<file path="config.mk">
export PLATFORM = sky130hd
export DESIGN_NAME = hims_top
export DESIGN_NICKNAME = d
export VERILOG_FILES = /design/src/hims_pkg.sv /design/src/hims_event_latch.sv /design/src/hims_top.sv
export SDC_FILE = /design/constraint.sdc
export NUM_CORES = 1
export LEC_CHECK = 0
export BUFFER_PORTS_ARGS = -buffer_cell sky130_fd_sc_hd__buf_2
export CORE_MARGIN = 2
export CORE_UTILIZATION = 45
export DETAILED_ROUTE_END_ITERATION = 10
export GPL_TIMING_DRIVEN = 0
export PLACE_DENSITY_LB_ADDON = 0.05
export SLEW_MARGIN = 20
export SYNTH_ARGS = -nofsm -noshare
export SYNTH_HDL_FRONTEND = slang
export SYNTH_SLANG_ARGS = --single-unit
</file>
<file path="constraint.sdc">
create_clock -name i_clk -period 0.9 [get_ports i_clk]
set_input_delay 0.045 -clock i_clk [delete_from_list [all_inputs] [get_ports i_clk]]
set_output_delay 0.045 -clock i_clk [all_outputs]
set_load 0.03 [all_outputs]
</file>
<file path="src/hims_pkg.sv">
// constants for the processor interrupt mask, event status and part identifier block
// assumes command codes arrive over the parallel processor port, one code per access
package hims_pkg;

  // command codes: read codes have bit 7 low, write codes have bit 7 high
  localparam logic [7:0] CODE_STATUS_RD = 8'h24;
  localparam logic [7:0] CODE_STATUS_WR = 8'ha4;
  localparam logic [7:0] CODE_MASK_RD = 8'h25;
  localparam logic [7:0] CODE_MASK_WR = 8'ha5;
  localparam logic [7:0] CODE_PART_ID_RD = 8'h27;

  // register widths and reset values
  localparam int REG_W = 16;
  localparam int EVT_W = 7;
  localparam logic [15:0] MASK_RESET = 16'h0000;
  localparam logic [6:0] STATUS_RESET = 7'h00;

  // field positions shared by status and mask
  localparam int BIT_SOF = 0;
  localparam int BIT_ASYNC_LIST = 1;
  localparam int BIT_XFER_END = 2;
  localparam int BIT_OPER_UPDATE = 4;
  localparam int BIT_SUSPEND_DONE = 5;
  localparam int BIT_CLOCK_READY = 6;

  // implemented bits: 6..4 and 2..0, bit 3 and 15..7 reserved
  localparam logic [6:0] IMPL_BITS = 7'h77;

  // suspend sequence, gray coded along run -> wait -> suspended
  typedef enum logic [1:0] {
    ST_RUN = 2'b00,
    ST_SUSP_WAIT = 2'b01,
    ST_SUSPENDED = 2'b11
  } hims_state_t;

endpackage : hims_pkg

</file>
<file path="src/hims_event_latch.sv">
// sticky event flags with write-one-to-clear
// assumes set and clear pulses are synchronous to i_clk
`timescale 1ns/1ps
`default_nettype none

module hims_event_latch #(
  parameter int W = 7,
  parameter logic [W-1:0] RESET_VAL = '0
) (
  // clock and reset
  input wire logic i_clk,
  input wire logic i_rstn,
  // set and clear
  input wire logic [W-1:0] i_set,
  input wire logic [W-1:0] i_clr,
  // held flags
  output logic [W-1:0] o_flags
);

  logic [W-1:0] flags_q;
  logic [W-1:0] flags_d;

  // set beats clear so an event in the clearing cycle survives
  always_comb
  begin
    flags_d = (flags_q & ~i_clr) | i_set;
  end

  // flag storage
  always_ff @(posedge i_clk or negedge i_rstn)
  begin
    if (!i_rstn)
    begin
      flags_q <= RESET_VAL;
    end
    else
    begin
      flags_q <= flags_d;
    end
  end

  assign o_flags = flags_q;

endmodule : hims_event_latch

`default_nettype wire

</file>
<file path="src/hims_top.sv">
// interrupt mask, event status, suspend sequence and part identifier
// assumes one command access per cycle strobe, read data returned one cycle later
`timescale 1ns/1ps
`default_nettype none

// Function
// [RULE_01] mask bit 6 lets clock-ready event drive the interrupt, zero blocks it
// [RULE_02] mask bit 5 lets the host-suspended event drive the interrupt
// [RULE_03] suspend request waits for downstream suspend, then stops frame starts
// [RULE_04] mask bit 4 enables the operational-register update interrupt
// [RULE_05] mask bit 2 enables the end-of-transfer interrupt
// [RULE_06] mask bit 1 enables the async list buffer interrupt
// [RULE_07] mask bit 0 enables the start-of-frame interrupt
// [RULE_08] whole mask resets to zero; bits 15..7 and 3 are reserved
// [RULE_09] read-only 16-bit part identifier returned on read code 27h
// [RULE_10] identifier upper byte is product, lower byte is silicon revision
// [RULE_11] interrupt needs pending event, its enable, and global enable together
// [RULE_12] status stays set after reads, cleared only by writing ones
// [RULE_13] reserved mask bits ignore writes, read zero; identifier writes ignored
module hims_top #(
  parameter logic [7:0] PRODUCT_CODE = 8'h5a,  // arbitrary value
  parameter logic [7:0] REVISION_CODE = 8'h01  // arbitrary value
) (
  // clock and reset
  input wire logic i_clk,
  input wire logic i_rstn,
  // processor command port
  input wire logic i_acc_valid,
  input wire logic [7:0] i_acc_code,
  input wire logic [hims_pkg::REG_W-1:0] i_acc_wdata,
  output logic [hims_pkg::REG_W-1:0] o_rd_data,
  output logic o_rd_valid,
  // global interrupt enable from the hardware configuration register
  input wire logic i_global_int_enable,
  // host-side event pulses
  input wire logic i_evt_clock_ready,
  input wire logic i_evt_oper_update,
  input wire logic i_evt_xfer_end,
  input wire logic i_evt_async_list,
  input wire logic i_evt_frame_start,
  // suspend control from the host control register and the ports
  input wire logic i_suspend_req,
  input wire logic i_resume_req,
  input wire logic i_downstream_suspended,
  // outputs
  output logic o_int,
  output logic o_sof_run,
  output logic o_suspended
);
  import hims_pkg::*;

  // decoded access of one code
  function automatic logic hit(input logic v, input logic [7:0] c, input logic [7:0] want);
    hit = v && (c == want);
  endfunction : hit

  logic [15:0] mask_q;
  logic [15:0] mask_d;
  logic [15:0] rd_data_q;
  logic [15:0] rd_data_d;
  logic rd_valid_q;
  logic rd_valid_d;
  logic int_q;
  logic int_d;
  hims_state_t state_q;
  hims_state_t state_d;
  logic sof_run_q;
  logic sof_run_d;
  logic suspended_q;
  logic suspended_d;
  logic susp_evt;
  logic [EVT_W-1:0] evt_set;
  logic [EVT_W-1:0] evt_clr;
  logic [EVT_W-1:0] status;
  logic [15:0] part_id;

  // product in the high byte, revision in the low byte
  assign part_id = {PRODUCT_CODE, REVISION_CODE};  // [RULE_10]

  // suspend sequence; frame starts continue until downstream is asleep
  always_comb
  begin
    state_d = state_q;
    susp_evt = 1'b0;
    unique case (state_q)
      ST_RUN:
      begin
        if (i_suspend_req)
        begin
          state_d = ST_SUSP_WAIT;  // [RULE_03]
        end
      end
      ST_SUSP_WAIT:
      begin
        if (i_downstream_suspended)
        begin
          state_d = ST_SUSPENDED;  // [RULE_03]
          susp_evt = 1'b1;
        end
      end
      ST_SUSPENDED:
      begin
        if (i_resume_req)
        begin
          state_d = ST_RUN;
        end
      end
      default:
      begin
        state_d = ST_RUN;  // unused code recovers to run
      end
    endcase
    sof_run_d = (state_d != ST_SUSPENDED);
    suspended_d = (state_d == ST_SUSPENDED);
  end

  always_ff @(posedge i_clk or negedge i_rstn)
  begin
    if (!i_rstn)
    begin
      state_q <= ST_RUN;
    end
    else
    begin
      state_q <= state_d;
    end
  end

  // event sources; frame-start events are dropped once suspended
  always_comb
  begin
    evt_set = '0;
    evt_set[BIT_SOF] = i_evt_frame_start && (state_q != ST_SUSPENDED);
    evt_set[BIT_ASYNC_LIST] = i_evt_async_list;
    evt_set[BIT_XFER_END] = i_evt_xfer_end;
    evt_set[BIT_OPER_UPDATE] = i_evt_oper_update;
    evt_set[BIT_SUSPEND_DONE] = susp_evt;
    evt_set[BIT_CLOCK_READY] = i_evt_clock_ready;
    // only a write of ones clears; reads leave flags alone
    evt_clr = hit(i_acc_valid, i_acc_code, CODE_STATUS_WR) ? (i_acc_wdata[EVT_W-1:0] & IMPL_BITS) : '0;  // [RULE_12]
  end

  hims_event_latch #(
    .W(EVT_W),
    .RESET_VAL(STATUS_RESET)
  ) u_status (
    .i_clk(i_clk),
    .i_rstn(i_rstn),
    .i_set(evt_set),
    .i_clr(evt_clr),
    .o_flags(status)
  );

  // mask write keeps reserved bits at zero
  always_comb
  begin
    mask_d = mask_q;
    if (hit(i_acc_valid, i_acc_code, CODE_MASK_WR))
    begin
      mask_d = {9'h000, i_acc_wdata[EVT_W-1:0] & IMPL_BITS};  // [RULE_13]
    end
  end

  always_ff @(posedge i_clk or negedge i_rstn)
  begin
    if (!i_rstn)
    begin
      mask_q <= MASK_RESET;  // [RULE_08]
    end
    else
    begin
      mask_q <= mask_d;
    end
  end

  // interrupt: each enable gates its own flag, global enable gates all
  always_comb
  begin
    int_d = 1'b0;
    if (i_global_int_enable)  // [RULE_11]
    begin
      int_d = (status[BIT_CLOCK_READY] & mask_q[BIT_CLOCK_READY])  // [RULE_01]
        | (status[BIT_SUSPEND_DONE] & mask_q[BIT_SUSPEND_DONE])  // [RULE_02]
        | (status[BIT_OPER_UPDATE] & mask_q[BIT_OPER_UPDATE])  // [RULE_04]
        | (status[BIT_XFER_END] & mask_q[BIT_XFER_END])  // [RULE_05]
        | (status[BIT_ASYNC_LIST] & mask_q[BIT_ASYNC_LIST])  // [RULE_06]
        | (status[BIT_SOF] & mask_q[BIT_SOF]);  // [RULE_07]
    end
  end

  // read path; unknown read codes answer zero; the identifier write code and other write codes get no read valid
  always_comb
  begin
    rd_valid_d = i_acc_valid && !i_acc_code[7];
    rd_data_d = 16'h0000;
    if (hit(i_acc_valid, i_acc_code, CODE_STATUS_RD))
    begin
      rd_data_d = {9'h000, status};
    end
    else if (hit(i_acc_valid, i_acc_code, CODE_MASK_RD))
    begin
      rd_data_d = mask_q;
    end
    else if (hit(i_acc_valid, i_acc_code, CODE_PART_ID_RD))
    begin
      rd_data_d = part_id;  // [RULE_09]
    end
  end

  // registered outputs
  always_ff @(posedge i_clk or negedge i_rstn)
  begin
    if (!i_rstn)
    begin
      rd_data_q <= 16'h0000;
      rd_valid_q <= 1'b0;
      int_q <= 1'b0;
      sof_run_q <= 1'b1;
      suspended_q <= 1'b0;
    end
    else
    begin
      rd_data_q <= rd_data_d;
      rd_valid_q <= rd_valid_d;
      int_q <= int_d;
      sof_run_q <= sof_run_d;  // [RULE_03]
      suspended_q <= suspended_d;
    end
  end

  assign o_rd_data = rd_data_q;
  assign o_rd_valid = rd_valid_q;
  assign o_int = int_q;
  assign o_sof_run = sof_run_q;
  assign o_suspended = suspended_q;
endmodule : hims_top

`default_nettype wire

</file>
==> flow_summary_export.csv <==
group,metric,value,unit
floorplanning,die_width,54.85,um
drt,wl_per_cell,14.23,um
floorplanning,fp.dieH,54.85,um
clock_network,cts-root-buf,"clkbuf_4",
flow_run,maxCapViolations,0,
drt,ant_nets,0,
clock_network,max-clock-path-buffers,2,
drt,vias,1045,
synthesis,synth_top_area_cell,"dfrtp_1",
floorplanning,design.core.area,0.002455,sq mm
synthesis,ys.flop_type,"dfrtp_1",
power,power_density,1314,mW/mm^2
final_layout,drive_gt1_share,55.37,%
placement,hpwl,1.758,mm
synthesis,synth.avg_cell_area,11.08,sq um
power,ir_worst_vdd,1.826,mV
final_layout,final_net_count,214,
drt,wirelength,2.946,mm
global_routing,grt_pass1_vias,971,
worst_setup_path,crit_chain,"buf_4, buf_6",
power,p_sw,813.5,uW
sta,rsz0062_at_grt,"true",
sta,tightest_slew,0.5388,ns
worst_setup_path,crit_buf_inv,2,
clock_network,cts.sinks,25,
global_routing,grt_pass1_wl,4.409,mm
drt,drc_errors,0,
power,p_leak,0.0009284,uW
worst_setup_path,crit_fanout,4,
final_layout,antenna_cells,0,
floorplanning,rows,18,
worst_setup_path,cpMaxStageDelayCell,"dfrtp_1",
drt,firstDrtPassIters,4,
run_status,outcome,"finished with violations",
placement,gp_congestion,0.8023,
worst_setup_path,critPathTopFamily,"flip-flops",
floorplanning,initial_core_util,47.40,%
clock_network,clock_latency,0.32,ns
synthesis,ys.warnings.count,0,
drt,via_per_inst,5.048,
sta,fin_crit_sh,116.0,%
sta,fin_crit,1.044,ns
sta,slew_violations,0,
placement,portBuffers,37,
power,p_comb_share,29.3,%
sta,worst_clock_skew,0.01021,ns
final_layout,utilization,80.22,%
floorplanning,design.die.area,0.003009,sq mm
sta,fin_ws,-0.1437,ns
placement,post-place-ws,-0.5457,ns
sta,finalHoldViolations,0,
synthesis,syn_area,0.001164,sq mm
sta,fmax,958.2,MHz
worst_setup_path,end_kind,"output pin",
global_routing,grt_max_degree,26,
power,pwr-share-clk,19.0,%
synthesis,syn_inst,105,
power,sequentialPowerShare,51.7,%
synthesis,yosys_register_bits,25,
worst_setup_path,arrival,1.00,ns
final_layout,mostFrequentLayoutCells,"buf_2, buf_4, dfrtp_1",
global_routing,gr-total-overflow,0,
clock_network,path_clk_slew,0.12,ns
clock_network,cts_tree,"built",
global_routing,grtUsageTotal,21.20,%
run_status,violations,"setup timing",
final_layout,area_growth,69.25,%
floorplanning,ios,56,
clock_network,htreeDepth,1,
global_routing,antenna_found_initial,0,
clock_network,cts_buffers,3,
worst_setup_path,path_class,"flip-flop to output pin",
synthesis,synthTopCellsByArea,"dfrtp_1, buf_4, mux2_2, nand2_1, o41ai_1",
synthesis,synthArstFlopShare,100.0,%
synthesis,yosysUniqueCellTypes,27,
synthesis,synth_edf_count,0,
worst_setup_path,crit_required,0.85,ns
worst_setup_path,cp-start-kind,"flip-flop",
sta,setup_viol,8,
synthesis,yosysSeqAreaShare,53.87,%
sta,slew_headroom,64.08,%
power,p_int,1773,uW
drt,drt-initial-drc-count,15,
hold_path,hold_class,"primary input to flip-flop",
worst_setup_path,slowest_delay,0.42,ns
synthesis,yosys.area.top_type_share,51.61,%
power,swShare,31.45,%
-- metrics by stage --
stage          setup TNS, ns  std cells  area, sq um  total power [uW]  hold slack [ns]
2_1_floorplan         -3.331        110         1230              1695          -0.2506
3_3_place_gp          -6.268        177         1453              1853          0.05863
3_5_place_dp          -6.844        177         1453              1872          0.05671
4_1_cts               -1.223        201         1847              2504          0.01222
5_1_grt               -1.278        207         1969              2712         0.007562
6_report             -0.6248        207         1969              2587          0.02275
-- sequential cells by signal, summed over array words and instances (netlist names) --
signal / flops
o_suspended: 1
o_rd_data: 7
o_int: 1
o_rd_valid: 1
state_q: 2
u_status.o_flags: 6
o_sof_run: 1
mask_q: 6
-- Yosys cell counts (2+ instances only) --
cell type	count
dfrtp_1	24
nand2_1	14
buf_4	9
o41ai_1	6
mux2_2	5
mux2i_1	5
nand2b_1	5
nor4_1	5
buf_2	4
a22oi_1	3
clkbuf_1	3
a21oi_1	2
inv_1	2
nor2_1	2
nor2b_1	2
o21a_1	2
o21ai_0	2
-- cell families after synthesis --
family	after synthesis	synth area share [%]
flip-flops	25	53.87
multiplexers	11	10.11
buffers and inverters	18	9.140
AO/OA/AOI/OAI	17	10.65
AND/OR/NAND/NOR	33	15.91
other	1	0.3223
-- layout make-up --
cell class	count	area, sq um
clock buffer	4	26.28
sequential	25	629.4
multi-input combinational	67	620.6
inverter	2	7.507
timing repair buffer	66	544.3
tap	30	37.54
fill	139	485.5
buffer	13	103.9
-- worst paths after layout --
| kind | cells past startpoint | slack (ns) | startpoint | endpoint |
|---|---|---|---|---|
| setup / recovery | 2 | -0.14 | o_rd_data[12] | o_rd_data[12] |
| hold / removal | 3 | 0.02 | i_acc_code[0] | o_rd_data[12] |
| setup reg to reg | 2 | 0 | u_status.o_flags[2] | o_rd_data[2] |
| hold reg to reg | 1 | 0.54 | state_q[1] | state_q[0] |
| max in group asynchronous | 2 | 0.28 | i_rstn | mask_q[5] |
| min in group asynchronous | 2 | 0.22 | i_rstn | o_rd_data[0] |
-- routing by layer --
layer	GRT usage [%]	up-vias	share of wire, %
met5	0	-	0
met4	7.500	0	2.4
met3	4.098	6	4.8
met2	36.71	38	52
met1	25.95	508	41
li1	-	493	-
-- power groups by stage --
| stage | registers [uW] | clock network (uW) | logic (uW) |
|---|---|---|---|
| floorplan | 1430 | 0 | 269 |
| global placement | 1320 | 0 | 529 |
| detailed placement | 1330 | 0 | 539 |
| CTS | 1320 | 499 | 681 |
| global route | 1350 | 542 | 816 |
| finish | 1340 | 492 | 758 |
-- worst register-to-register path: cells and delay by family, from the launching register on --
kind             cells  cell delay, ns
DFF                  1            0.42
and+or+nand+nor      1            0.26
muxes                1            0.13
-- repair_timing --
item	in CTS	in global routing
resized for setup	43	19
pin swaps	2	5
hold buffers	15	0
endpoints found under the setup margin	23	37
hold endpoints to repair	38	0
buffers inserted	5	9
No activity file was read; power rests on OpenSTA's default activity.
